### src/rtl/sae_pkg.sv
// register map, field layout and mode codes of the serial control-two block
package sae_pkg;
  // byte offsets of the register words
  localparam logic [7:0] OFF_CTRL2 = 8'h00;
  localparam logic [7:0] OFF_CTRL1 = 8'h04;
  localparam logic [7:0] OFF_STATUS = 8'h08;
  localparam logic [7:0] OFF_MASK = 8'h0c;
  localparam logic [7:0] OFF_TXBUF = 8'h10;
  localparam logic [7:0] OFF_RXBUF = 8'h14;
  // serial_control_two field positions
  localparam int C2_SGNEXT = 15;
  localparam int C2_FRAME_ERROR_EVENT_EN = 12;
  localparam int C2_ROVEN = 11;
  localparam int C2_TUREN = 10;
  localparam int C2_IGNORE_RX_OVERFLOW = 9;
  localparam int C2_IGNORE_TX_UNDERRUN = 8;
  localparam int C2_AUDIO_PROTOCOL_EN = 7;
  localparam int C2_MONO = 3;
  localparam int C2_FMT_LO = 0;
  localparam logic [31:0] C2_WMASK = 32'h0000_9f8b;
  localparam logic [31:0] C2_LOCKED = 32'h0000_008b;
  localparam logic [31:0] C2_RESET = 32'h0000_0000;
  // module enable in control one
  localparam int C1_ON = 0;
  // status layout: raw flags, gated events, engine state
  localparam int ST_FLAG_LO = 0;
  localparam int ST_EVT_LO = 4;
  localparam int ST_HALT = 8;
  localparam int ST_RXFULL = 9;
  localparam int ST_TXFULL = 10;
  localparam int FLAG_FRM = 0;
  localparam int FLAG_ROV = 1;
  localparam int FLAG_TUR = 2;
  // bench link clock figures
  localparam int SYS_PERIOD_NS = 100;
  localparam int LINK_PERIOD_NS = 800;
  localparam int LINK_HALF_CYC = (LINK_PERIOD_NS / 2) / SYS_PERIOD_NS;
  typedef enum logic [1:0] {
    SAE_FMT_I2S = 2'b00,
    SAE_FMT_LJ = 2'b01,
    SAE_FMT_RJ = 2'b10,
    SAE_FMT_PCM = 2'b11
  } sae_fmt_t;
  typedef enum logic [1:0] {
    SAE_IDLE = 2'b00,
    SAE_RUN = 2'b01,
    SAE_HALT = 2'b10
  } sae_state_t;
endpackage

### src/rtl/sae_sync_if.sv
// filtered link pin levels and edge pulses passed from the synchroniser
`timescale 1ns/1ps
interface sae_sync_if #(parameter int W = 3);
  logic [W-1:0] level;
  logic [W-1:0] rise;
  logic [W-1:0] fall;
  modport src (output level, rise, fall);
  modport dst (input level, rise, fall);
endinterface // sae_sync_if

### src/rtl/sae_pin_sync.sv
// three-stage pin synchroniser with agreement filter and edge pulses
`timescale 1ns/1ps
module sae_pin_sync #(
  parameter int W = 3
) (
  input wire logic clk, // system clock
  input wire logic rst, // async reset, active high
  input wire logic [W-1:0] raw, // pins from the link
  sae_sync_if.src o // filtered levels and edges
);
  import sae_pkg::*;

  genvar i;
  generate
    for (i = 0; i < W; i++) begin : g_bit
      logic s1_reg;
      logic s2_reg;
      logic s3_reg;
      logic lvl_reg;
      // the first stage feeds only the second
      always_ff @(posedge clk or posedge rst) begin
        if (rst) begin
          s1_reg <= 1'b0;
          s2_reg <= 1'b0;
          s3_reg <= 1'b0;
        end else begin
          s1_reg <= raw[i];
          s2_reg <= s1_reg;
          s3_reg <= s2_reg;
        end
      end
      // a change counts only once the second and third stages agree
      always_ff @(posedge clk or posedge rst) begin
        if (rst) begin
          lvl_reg <= 1'b0;
        end else if (s2_reg == s3_reg) begin
          lvl_reg <= s3_reg;
        end
      end
      // edge pulses lead the level by one cycle to save link margin
      assign o.level[i] = lvl_reg;
      assign o.rise[i] = (s2_reg == s3_reg) && s3_reg && !lvl_reg;
      assign o.fall[i] = (s2_reg == s3_reg) && !s3_reg && lvl_reg;
    end
  endgenerate
endmodule // sae_pin_sync

### src/rtl/sae_top.sv
// serial control-two block: register port, error events and audio link engine
//
// Strobed register access and the placing of the registers were decided locally.
`timescale 1ns/1ps
module sae_top #(
  parameter int DATA_W = 16, // serial word width
  parameter int SLOT_W = 32 // audio slot width in link clocks
) (
  input wire logic SYS_CLK, // system clock
  input wire logic RESET, // async reset, active high
  input wire logic [7:0] ADDR, // register byte address
  input wire logic [31:0] WR_DATA, // write data
  input wire logic WR_EN, // write strobe
  input wire logic RD_EN, // read strobe
  output logic [31:0] RD_DATA, // read data, cycle after strobe
  output logic IRQ, // level interrupt
  input wire logic LINK_SCK, // bit clock from the partner
  input wire logic LINK_WS, // word select or frame or select
  input wire logic LINK_SDI, // serial data in
  output logic LINK_SDO // serial data out
);
  import sae_pkg::*;

  // refuse widths the counters and sign extension cannot serve
  generate
    if (DATA_W < 8 || DATA_W > 31 || SLOT_W < DATA_W || SLOT_W > 64) begin : g_bad
      $error("sae_top: DATA_W must be 8..31 and SLOT_W DATA_W..64");
    end
  endgenerate

  localparam logic [6:0] WORD_BITS = 7'(DATA_W);
  localparam logic [6:0] RJ_PAD = 7'(SLOT_W - DATA_W);

  // register state
  logic [31:0] ctrl2_reg;
  logic on_reg;
  logic [2:0] flag_reg;
  logic [2:0] evt_reg;
  logic [2:0] mask_reg;
  logic [DATA_W-1:0] tx_hold_reg;
  logic tx_full_reg;
  logic [DATA_W-1:0] rx_hold_reg;
  logic rx_full_reg;
  logic [31:0] rd_data_reg;
  logic irq_reg;
  // engine state
  sae_state_t st_reg;
  logic ws_last_reg;
  logic [6:0] bits_reg;
  logic [6:0] skip_reg;
  logic slot_reg;
  logic [DATA_W-1:0] tx_sh_reg;
  logic [DATA_W-1:0] tx_cur_reg;
  logic [DATA_W-1:0] rx_sh_reg;
  logic sdo_reg;

  // link pins cross into the system clock domain
  sae_sync_if #(.W(3)) lk();
  sae_pin_sync #(.W(3)) u_sync (
    .clk(SYS_CLK),
    .rst(RESET),
    .raw({LINK_WS, LINK_SDI, LINK_SCK}),
    .o(lk.src)
  );

  logic sck_rise;
  logic sck_fall;
  logic sdi;
  logic ws;
  assign sck_rise = lk.rise[0];
  assign sck_fall = lk.fall[0];
  assign sdi = lk.level[1];
  assign ws = lk.level[2];

  // register port decode
  logic wr_c2, wr_c1, wr_st, wr_mask, wr_tx, rd_rx;
  assign wr_c2 = WR_EN && (ADDR == OFF_CTRL2);
  assign wr_c1 = WR_EN && (ADDR == OFF_CTRL1);
  assign wr_st = WR_EN && (ADDR == OFF_STATUS);
  assign wr_mask = WR_EN && (ADDR == OFF_MASK);
  assign wr_tx = WR_EN && (ADDR == OFF_TXBUF);
  assign rd_rx = RD_EN && (ADDR == OFF_RXBUF);

  // control fields; mono and format are masked off outside audio mode
  logic aud_en, mono_eff, pcm_mode, ign_rov, ign_tur;
  sae_fmt_t fmt;
  assign aud_en = ctrl2_reg[C2_AUDIO_PROTOCOL_EN];
  assign fmt = sae_fmt_t'(ctrl2_reg[C2_FMT_LO +: 2]);
  assign mono_eff = aud_en && ctrl2_reg[C2_MONO];
  assign pcm_mode = aud_en && (fmt == SAE_FMT_PCM);
  assign ign_rov = ctrl2_reg[C2_IGNORE_RX_OVERFLOW];
  assign ign_tur = ctrl2_reg[C2_IGNORE_TX_UNDERRUN];

  logic running;
  assign running = (st_reg == SAE_RUN);

  // word boundaries: audio framing watches select at bit-clock falls,
  // plain serial framing uses a low-active select seen on its own edges
  logic boundary, spi_abort;
  always_comb begin
    if (aud_en) begin
      if (pcm_mode) begin
        boundary = sck_fall && ws && !ws_last_reg;
      end else begin
        boundary = sck_fall && (ws != ws_last_reg);
      end
      spi_abort = 1'b0;
    end else begin
      boundary = lk.fall[2];
      spi_abort = lk.rise[2];
    end
  end

  // bits between the boundary and the first data bit, per framing
  logic [6:0] skip_val;
  always_comb begin
    skip_val = 7'h00;
    if (aud_en) begin
      unique case (fmt)
        SAE_FMT_I2S: skip_val = 7'h01;
        SAE_FMT_LJ: skip_val = 7'h00;
        SAE_FMT_RJ: skip_val = RJ_PAD;
        SAE_FMT_PCM: skip_val = 7'h01;
      endcase
    end
  end

  logic in_data, last_bit, word_done, frame_err;
  assign in_data = (skip_reg == 7'h00) && (bits_reg != 7'h00);
  assign last_bit = (bits_reg == 7'h01);
  assign word_done = running && sck_rise && in_data && last_bit;
  // a new boundary or a raised select inside a word is a frame error
  assign frame_err = running && (boundary || spi_abort) && in_data;

  // next transmit word is staged at run start and after every word,
  // so its first bit is already on the pin when the boundary arrives
  logic run_start, preload, next_slot, reuse, underrun;
  logic [DATA_W-1:0] next_word;
  assign run_start = (st_reg == SAE_IDLE) && on_reg;
  assign preload = run_start || word_done;
  assign next_slot = run_start ? 1'b0 : (aud_en && !slot_reg);
  assign reuse = mono_eff && next_slot;
  assign underrun = preload && !reuse && !tx_full_reg;
  always_comb begin
    if (reuse) begin
      next_word = tx_cur_reg;
    end else if (tx_full_reg) begin
      next_word = tx_hold_reg;
    end else begin
      next_word = '0;
    end
  end

  // receive: a full holding word refuses the new one either way
  logic [DATA_W-1:0] rx_word;
  logic rx_full_eff, overflow;
  assign rx_word = {rx_sh_reg[DATA_W-2:0], sdi};
  assign rx_full_eff = rx_full_reg && !rd_rx;
  assign overflow = word_done && rx_full_eff;

  logic critical;
  assign critical = (overflow && !ign_rov) || (underrun && !ign_tur && running);

  // control two; locked fields hold while the module is enabled
  always_ff @(posedge SYS_CLK or posedge RESET) begin
    if (RESET) begin
      ctrl2_reg <= C2_RESET;
    end else if (wr_c2) begin
      if (on_reg) begin
        ctrl2_reg <= (WR_DATA & C2_WMASK & ~C2_LOCKED) | (ctrl2_reg & C2_LOCKED);
      end else begin
        ctrl2_reg <= WR_DATA & C2_WMASK;
      end
    end
  end

  // module enable
  always_ff @(posedge SYS_CLK or posedge RESET) begin
    if (RESET) begin
      on_reg <= 1'b0;
    end else if (wr_c1) begin
      on_reg <= WR_DATA[C1_ON];
    end
  end

  // engine state; a halt is left only by clearing the module enable
  always_ff @(posedge SYS_CLK or posedge RESET) begin
    if (RESET) begin
      st_reg <= SAE_IDLE;
    end else begin
      unique case (st_reg)
        SAE_IDLE: if (on_reg) begin
          st_reg <= SAE_RUN;
        end
        SAE_RUN: if (!on_reg) begin
          st_reg <= SAE_IDLE;
        end else if (critical) begin
          st_reg <= SAE_HALT;
        end
        SAE_HALT: if (!on_reg) begin
          st_reg <= SAE_IDLE;
        end
        default: st_reg <= SAE_IDLE;
      endcase
    end
  end

  // select history, tracked at bit-clock falls in every state
  always_ff @(posedge SYS_CLK or posedge RESET) begin
    if (RESET) begin
      ws_last_reg <= 1'b0;
    end else if (sck_fall) begin
      ws_last_reg <= ws;
    end
  end

  // bit and skip counters; pcm runs the second slot straight on
  always_ff @(posedge SYS_CLK or posedge RESET) begin
    if (RESET) begin
      bits_reg <= 7'h00;
      skip_reg <= 7'h00;
    end else if (!running) begin
      bits_reg <= 7'h00;
      skip_reg <= 7'h00;
    end else if (boundary) begin
      bits_reg <= WORD_BITS;
      skip_reg <= skip_val;
    end else if (spi_abort) begin
      bits_reg <= 7'h00;
      skip_reg <= 7'h00;
    end else if (sck_fall && skip_reg != 7'h00) begin
      skip_reg <= skip_reg - 7'h01;
    end else if (sck_rise && in_data) begin
      if (last_bit && pcm_mode && !slot_reg) begin
        bits_reg <= WORD_BITS;
      end else begin
        bits_reg <= bits_reg - 7'h01;
      end
    end
  end

  // transmit shifter: shift after each sampled bit, stage on preload
  always_ff @(posedge SYS_CLK or posedge RESET) begin
    if (RESET) begin
      tx_sh_reg <= '0;
      tx_cur_reg <= '0;
      slot_reg <= 1'b0;
    end else if (preload) begin
      tx_sh_reg <= next_word;
      tx_cur_reg <= next_word;
      slot_reg <= next_slot;
    end else if (running && sck_rise && in_data) begin
      tx_sh_reg <= {tx_sh_reg[DATA_W-2:0], 1'b0};
    end
  end

  // serial output is quiet outside the run state except in the first cycle of a halt on overflow; it drops as soon as the
  // enable clears, since the state machine only leaves run a cycle later
  always_ff @(posedge SYS_CLK or posedge RESET) begin
    if (RESET) begin
      sdo_reg <= 1'b0;
    end else if (preload && on_reg) begin
      sdo_reg <= next_word[DATA_W-1];
    end else if (!running || !on_reg) begin
      sdo_reg <= 1'b0;
    end else if (sck_rise && in_data) begin
      sdo_reg <= tx_sh_reg[DATA_W-2];
    end
  end

  // receive shifter
  always_ff @(posedge SYS_CLK or posedge RESET) begin
    if (RESET) begin
      rx_sh_reg <= '0;
    end else if (running && sck_rise && in_data) begin
      rx_sh_reg <= rx_word;
    end
  end

  // receive holding word; overflow keeps the old word, set wins over read
  always_ff @(posedge SYS_CLK or posedge RESET) begin
    if (RESET) begin
      rx_hold_reg <= '0;
      rx_full_reg <= 1'b0;
    end else if (word_done && !rx_full_eff) begin
      rx_hold_reg <= rx_word;
      rx_full_reg <= 1'b1;
    end else if (overflow) begin
      rx_full_reg <= 1'b1;
    end else if (rd_rx) begin
      rx_full_reg <= 1'b0;
    end
  end

  // transmit holding word; a write beside a take keeps it full
  always_ff @(posedge SYS_CLK or posedge RESET) begin
    if (RESET) begin
      tx_hold_reg <= '0;
      tx_full_reg <= 1'b0;
    end else if (wr_tx) begin
      tx_hold_reg <= WR_DATA[DATA_W-1:0];
      tx_full_reg <= 1'b1;
    end else if (preload && !reuse && on_reg) begin
      tx_full_reg <= 1'b0;
    end
  end

  // raw flags and gated error events, write one to clear, set wins
  logic [2:0] flag_set, evt_set, evt_en;
  assign flag_set = {underrun && running, overflow, frame_err};
  assign evt_en = {ctrl2_reg[C2_TUREN], ctrl2_reg[C2_ROVEN], ctrl2_reg[C2_FRAME_ERROR_EVENT_EN]};
  assign evt_set = flag_set & evt_en;
  always_ff @(posedge SYS_CLK or posedge RESET) begin
    if (RESET) begin
      flag_reg <= 3'h0;
      evt_reg <= 3'h0;
    end else begin
      flag_reg <= (flag_reg & ~(wr_st ? WR_DATA[ST_FLAG_LO +: 3] : 3'h0)) | flag_set;
      evt_reg <= (evt_reg & ~(wr_st ? WR_DATA[ST_EVT_LO +: 3] : 3'h0)) | evt_set;
    end
  end

  // interrupt mask and output; irq follows the event bits by one cycle
  always_ff @(posedge SYS_CLK or posedge RESET) begin
    if (RESET) begin
      mask_reg <= 3'h0;
      irq_reg <= 1'b0;
    end else begin
      if (wr_mask) begin
        mask_reg <= WR_DATA[ST_EVT_LO +: 3];
      end
      irq_reg <= |(evt_reg & mask_reg);
    end
  end

  // read mux; unmapped and write-only words read zero
  logic [31:0] rd_mux;
  logic [31:0] rx_ext;
  assign rx_ext = ctrl2_reg[C2_SGNEXT] ? {{(32 - DATA_W){rx_hold_reg[DATA_W-1]}}, rx_hold_reg}
                                       : {{(32 - DATA_W){1'b0}}, rx_hold_reg};
  always_comb begin
    unique case (ADDR)
      OFF_CTRL2: rd_mux = ctrl2_reg & C2_WMASK;
      OFF_CTRL1: rd_mux = {31'h0, on_reg};
      OFF_STATUS: rd_mux = {21'h0, tx_full_reg, rx_full_reg, st_reg == SAE_HALT, 1'b0, evt_reg, 1'b0, flag_reg};
      OFF_MASK: rd_mux = {25'h0, mask_reg, 4'h0};
      OFF_RXBUF: rd_mux = rx_ext;
      default: rd_mux = 32'h0000_0000;
    endcase
  end

  // read data stands only in the cycle after the strobe
  always_ff @(posedge SYS_CLK or posedge RESET) begin
    if (RESET) begin
      rd_data_reg <= 32'h0000_0000;
    end else if (RD_EN) begin
      rd_data_reg <= rd_mux;
    end else begin
      rd_data_reg <= 32'h0000_0000;
    end
  end

  assign RD_DATA = rd_data_reg;
  assign IRQ = irq_reg;
  assign LINK_SDO = sdo_reg;
endmodule // sae_top

### config.mk
export PLATFORM = sky130hd
export DESIGN_NAME = sae_top
export DESIGN_NICKNAME = d
export VERILOG_FILES = /design/src/rtl/sae_pkg.sv /design/src/rtl/sae_sync_if.sv /design/src/rtl/sae_pin_sync.sv /design/src/rtl/sae_top.sv
export SDC_FILE = /design/constraint.sdc
export NUM_CORES = 1
export LEC_CHECK = 0
export BUFFER_PORTS_ARGS = -buffer_cell sky130_fd_sc_hd__buf_2
export CORE_ASPECT_RATIO = 1.1
export CORE_UTILIZATION = 34
export DETAILED_ROUTE_END_ITERATION = 8
export SLEW_MARGIN = 15
export SYNTH_ARGS = -nofsm -noshare
export SYNTH_HDL_FRONTEND = slang
export SYNTH_SLANG_ARGS = --single-unit
### constraint.sdc
create_clock -name SYS_CLK -period 11.6 [get_ports SYS_CLK]
set_input_delay 0.58 -clock SYS_CLK [delete_from_list [all_inputs] [get_ports SYS_CLK]]
set_output_delay 0.58 -clock SYS_CLK [all_outputs]
set_load 0.005 [all_outputs]
==> metrics.txt <==
status=finished, final reports clean; Distinct cells, synth=67; flops & latches, synth=149; crit path capture type=flip-flop; sequential power share=between 40 and 50%; vias in the first global route=a little under 5000; Clock Power Share=46.1%; critical path type=reg -> reg; CTS clk-pin slew, worst paths=approximately 0.06 ns; Post-Route Utilization=40.6%; Final Hold Fails=0; Post-CTS Setup Bufs=0; CTS root buffer=clkbuf_16; Min-Delay Path Class=in -> async; combinational power share=under 10%; clock sink count=about 150; post-route ant nets=0; Chip Height=roughly 150 um; wire per inst=around 17 um; Seq/Total Area, Yosys=55.0%; syn_nets=between 600 and 700; buffers and inverters on the worst path=1; Via density=5.38; Switch Pwr=between 0.2 and 0.3 mW; nets=approximately 670; setup_tns=0 ns; Internal=between 0.9 and 1 mW; die area=0.0205 sq mm; area of the mapped netlist=approximately 0.0068 sq mm; CTS tree=done; Largest register FFs=17; commonest non-fill, non-tap cell in the layout=dfrtp_1; Largest stage delay, worst path=about 0.85 ns; H-tree levels=4; Max transition margin=between 20% and 30%; hold buffers post-CTS=0; max_cap viols=0; Worst IR Drop VDD=~0.000076 V; Core Rows=53; Crit-path slowest cell=or4_1; Congestion Overflow GR=0; Worst Setup Start Kind=flip-flop; Vias=roughly 4700; n_diodes=0; placed inst area=around 0.0072 sq mm; share of layout cells above drive strength 1=around 27%; PD cells=between 150 and 200 mW/mm^2; core area=0.0193 sq mm; Setup violations, final=0; GP Congestion=~0.84; crit-path max FO=14; Reg area=between 0.003 and 0.004 sq mm; Final Critical Period=~2.9 ns; pre-CTS WS=between 8 and 9 ns; Required @ worst endpoint=around 12 ns; Avg Synthesized Cell Area=roughly 12 sq um; Multi-input gate area=around 0.0028 sq mm; largest net degree at the start of global routing=between 80 and 90; leakage power=between 3 and 4 nW; Syn Inst Count=roughly 570; Top-Level Pins=81; DR iter-0 viols=about 320; initial antenna violation count=0; period utilization=~25%; Placed Instances=between 800 and 900; CTS resizes=0; worst-path cell chain=inv_1 > ha_1 > nor2b_1 > nand3_1 > or4_1 > nand2_1 > a21oi_1; Crit path max-delay family=simple AND/OR/NAND/NOR gates; EDFF count, synth=0; Setup WS post-layout=around 8.7 ns; RSZ-0062 raised after global routing=false; post-route cell area=0.00784 sq mm; drt drc=0; most frequent cells in the layout=149 x dfrtp_1, 64 x buf_2, 55 x mux2_2; Slew @ Worst Pin=around 1.1 ns; maximum root-to-sink buffer count=2; fillcell total=roughly 1800; Total Wirelength=15.2 mm; global-route wire length before repair=24.8 mm; Slew Limit Fails=0; Buffers on Ports=64; arrival time worst endpoint=3.14 ns; Tot Pwr=1.24 mW; later-pin clock latency in the skew report=between 0.4 and 0.5 ns; Initial Util=35.1%; prevailing post-synth register cell=dfrtp_1; post-detail-place hpwl=10.3 mm; drt pass-1 iters=5; P&R area growth vs syn=15.7%; fin cells=between 800 and 900; CTS Buf Count=17; Async S/R FF share, synth=100%; sw frac=a little over a fifth; WHS=about 0.24 ns; All-Layer GR Usage=between 15 and 20%; fmax=between 0.3 and 0.4 GHz; Synth warnings=0; DIE WIDTH=137 um; Final Skew=~0.0078 ns
path summary, 6_finish.rpt:
kind,startpoint,end,slack (ns),cells after the start
min in group SYS_CLK,LINK_SDI,u_sync.g_bit[1].s1_reg$_DFF_PP0_,0.26,1
setup reg to reg,skip_reg[0]$_DFFE_PP0P_,tx_cur_reg[0]$_DFFE_PP0N_,8.73,7
max in group asynchronous,RESET,tx_hold_reg[4]$_DFFE_PP0P_,10.20,3
hold reg to reg,u_sync.g_bit[1].s1_reg$_DFF_PP0_,u_sync.g_bit[1].s2_reg$_DFF_PP0_,0.35,0
hold / removal,RESET,RD_DATA[12]$_DFF_PP0_,0.24,2
setup / recovery,skip_reg[0]$_DFFE_PP0P_,tx_cur_reg[0]$_DFFE_PP0N_,8.73,7
cells in the mapped netlist, types with 3 or more instances:
library cell | n | area share, %
a211oi_1 | 3 | 0.33
a21oi_1 | 12 | 0.89
a22o_1 | 27 | 3.5
a22oi_1 | 9 | 1.0
and2_1 | 6 | 0.55
and3_1 | 5 | 0.46
buf_2 | 6 | 0.44
buf_4 | 17 | 1.9
clkbuf_1 | 16 | 0.89
dfrtp_1 | 149 | 55
ha_1 | 11 | 2.0
inv_1 | 17 | 0.94
mux2_1 | 10 | 1.7
mux2_2 | 55 | 9.1
nand2_1 | 49 | 2.7
nand2b_1 | 6 | 0.55
nand3_1 | 4 | 0.30
nand4_1 | 3 | 0.28
nor2_1 | 33 | 1.8
nor2b_1 | 7 | 0.65
nor3_1 | 5 | 0.37
nor3b_1 | 3 | 0.33
nor4_1 | 4 | 0.37
o21a_1 | 13 | 1.4
o21ai_0 | 8 | 0.59
o221ai_1 | 13 | 1.7
o31a_1 | 15 | 1.9
or4_1 | 3 | 0.33
xor2_1 | 4 | 0.52
power by group through the flow:
stage | Sequential, mW | Clock [mW] | Combinational, mW
6_report | 0.588 | 0.573 | 0.0828
2_1_floorplan | 0.587 | 0 | 0.0630
3_3_place_gp | 0.594 | 0 | 0.0803
3_5_place_dp | 0.596 | 0 | 0.0835
5_1_grt | 0.592 | 0.602 | 0.0922
4_1_cts | 0.588 | 0.582 | 0.0841
cell type report:
cell class | count | share of cell area (%)
Clock buffer | 22 | 5.92
Sequential cell | 149 | 47.6
Timing Repair Buffer | 69 | 4.61
Clock inverter | 9 | 1.93
Multi-Input combinational cell | 357 | 35.1
Tap cell | 247 | 3.94
Inverter | 17 | 0.878
layer usage:
layer / vias to the layer above / wire (um) / track usage [%]
li1: 2133 / - / -
met1: 2395 / 6370 / 19.6
met2: 127 / 7740 / 26.7
met3: 28 / 689 / 2.95
met4: 0 / 356 / 7.67
met5: - / 0 / 0
logic make-up (layout without fill, tap and decap cells):
| family | Yosys count | in the layout | synth area share (%) |
|---|---|---|---|
| buf+inv | 59 | 117 | 4.54 |
| fa+ha+maj | 12 | 12 | 2.18 |
| compound gates | 122 | 122 | 14.3 |
| xor+xnor | 6 | 6 | 0.776 |
| mux | 67 | 67 | 11.1 |
| flops | 149 | 149 | 55.0 |
| simple gates | 150 | 150 | 12.1 |
Power figures use the tool's default switching activity.
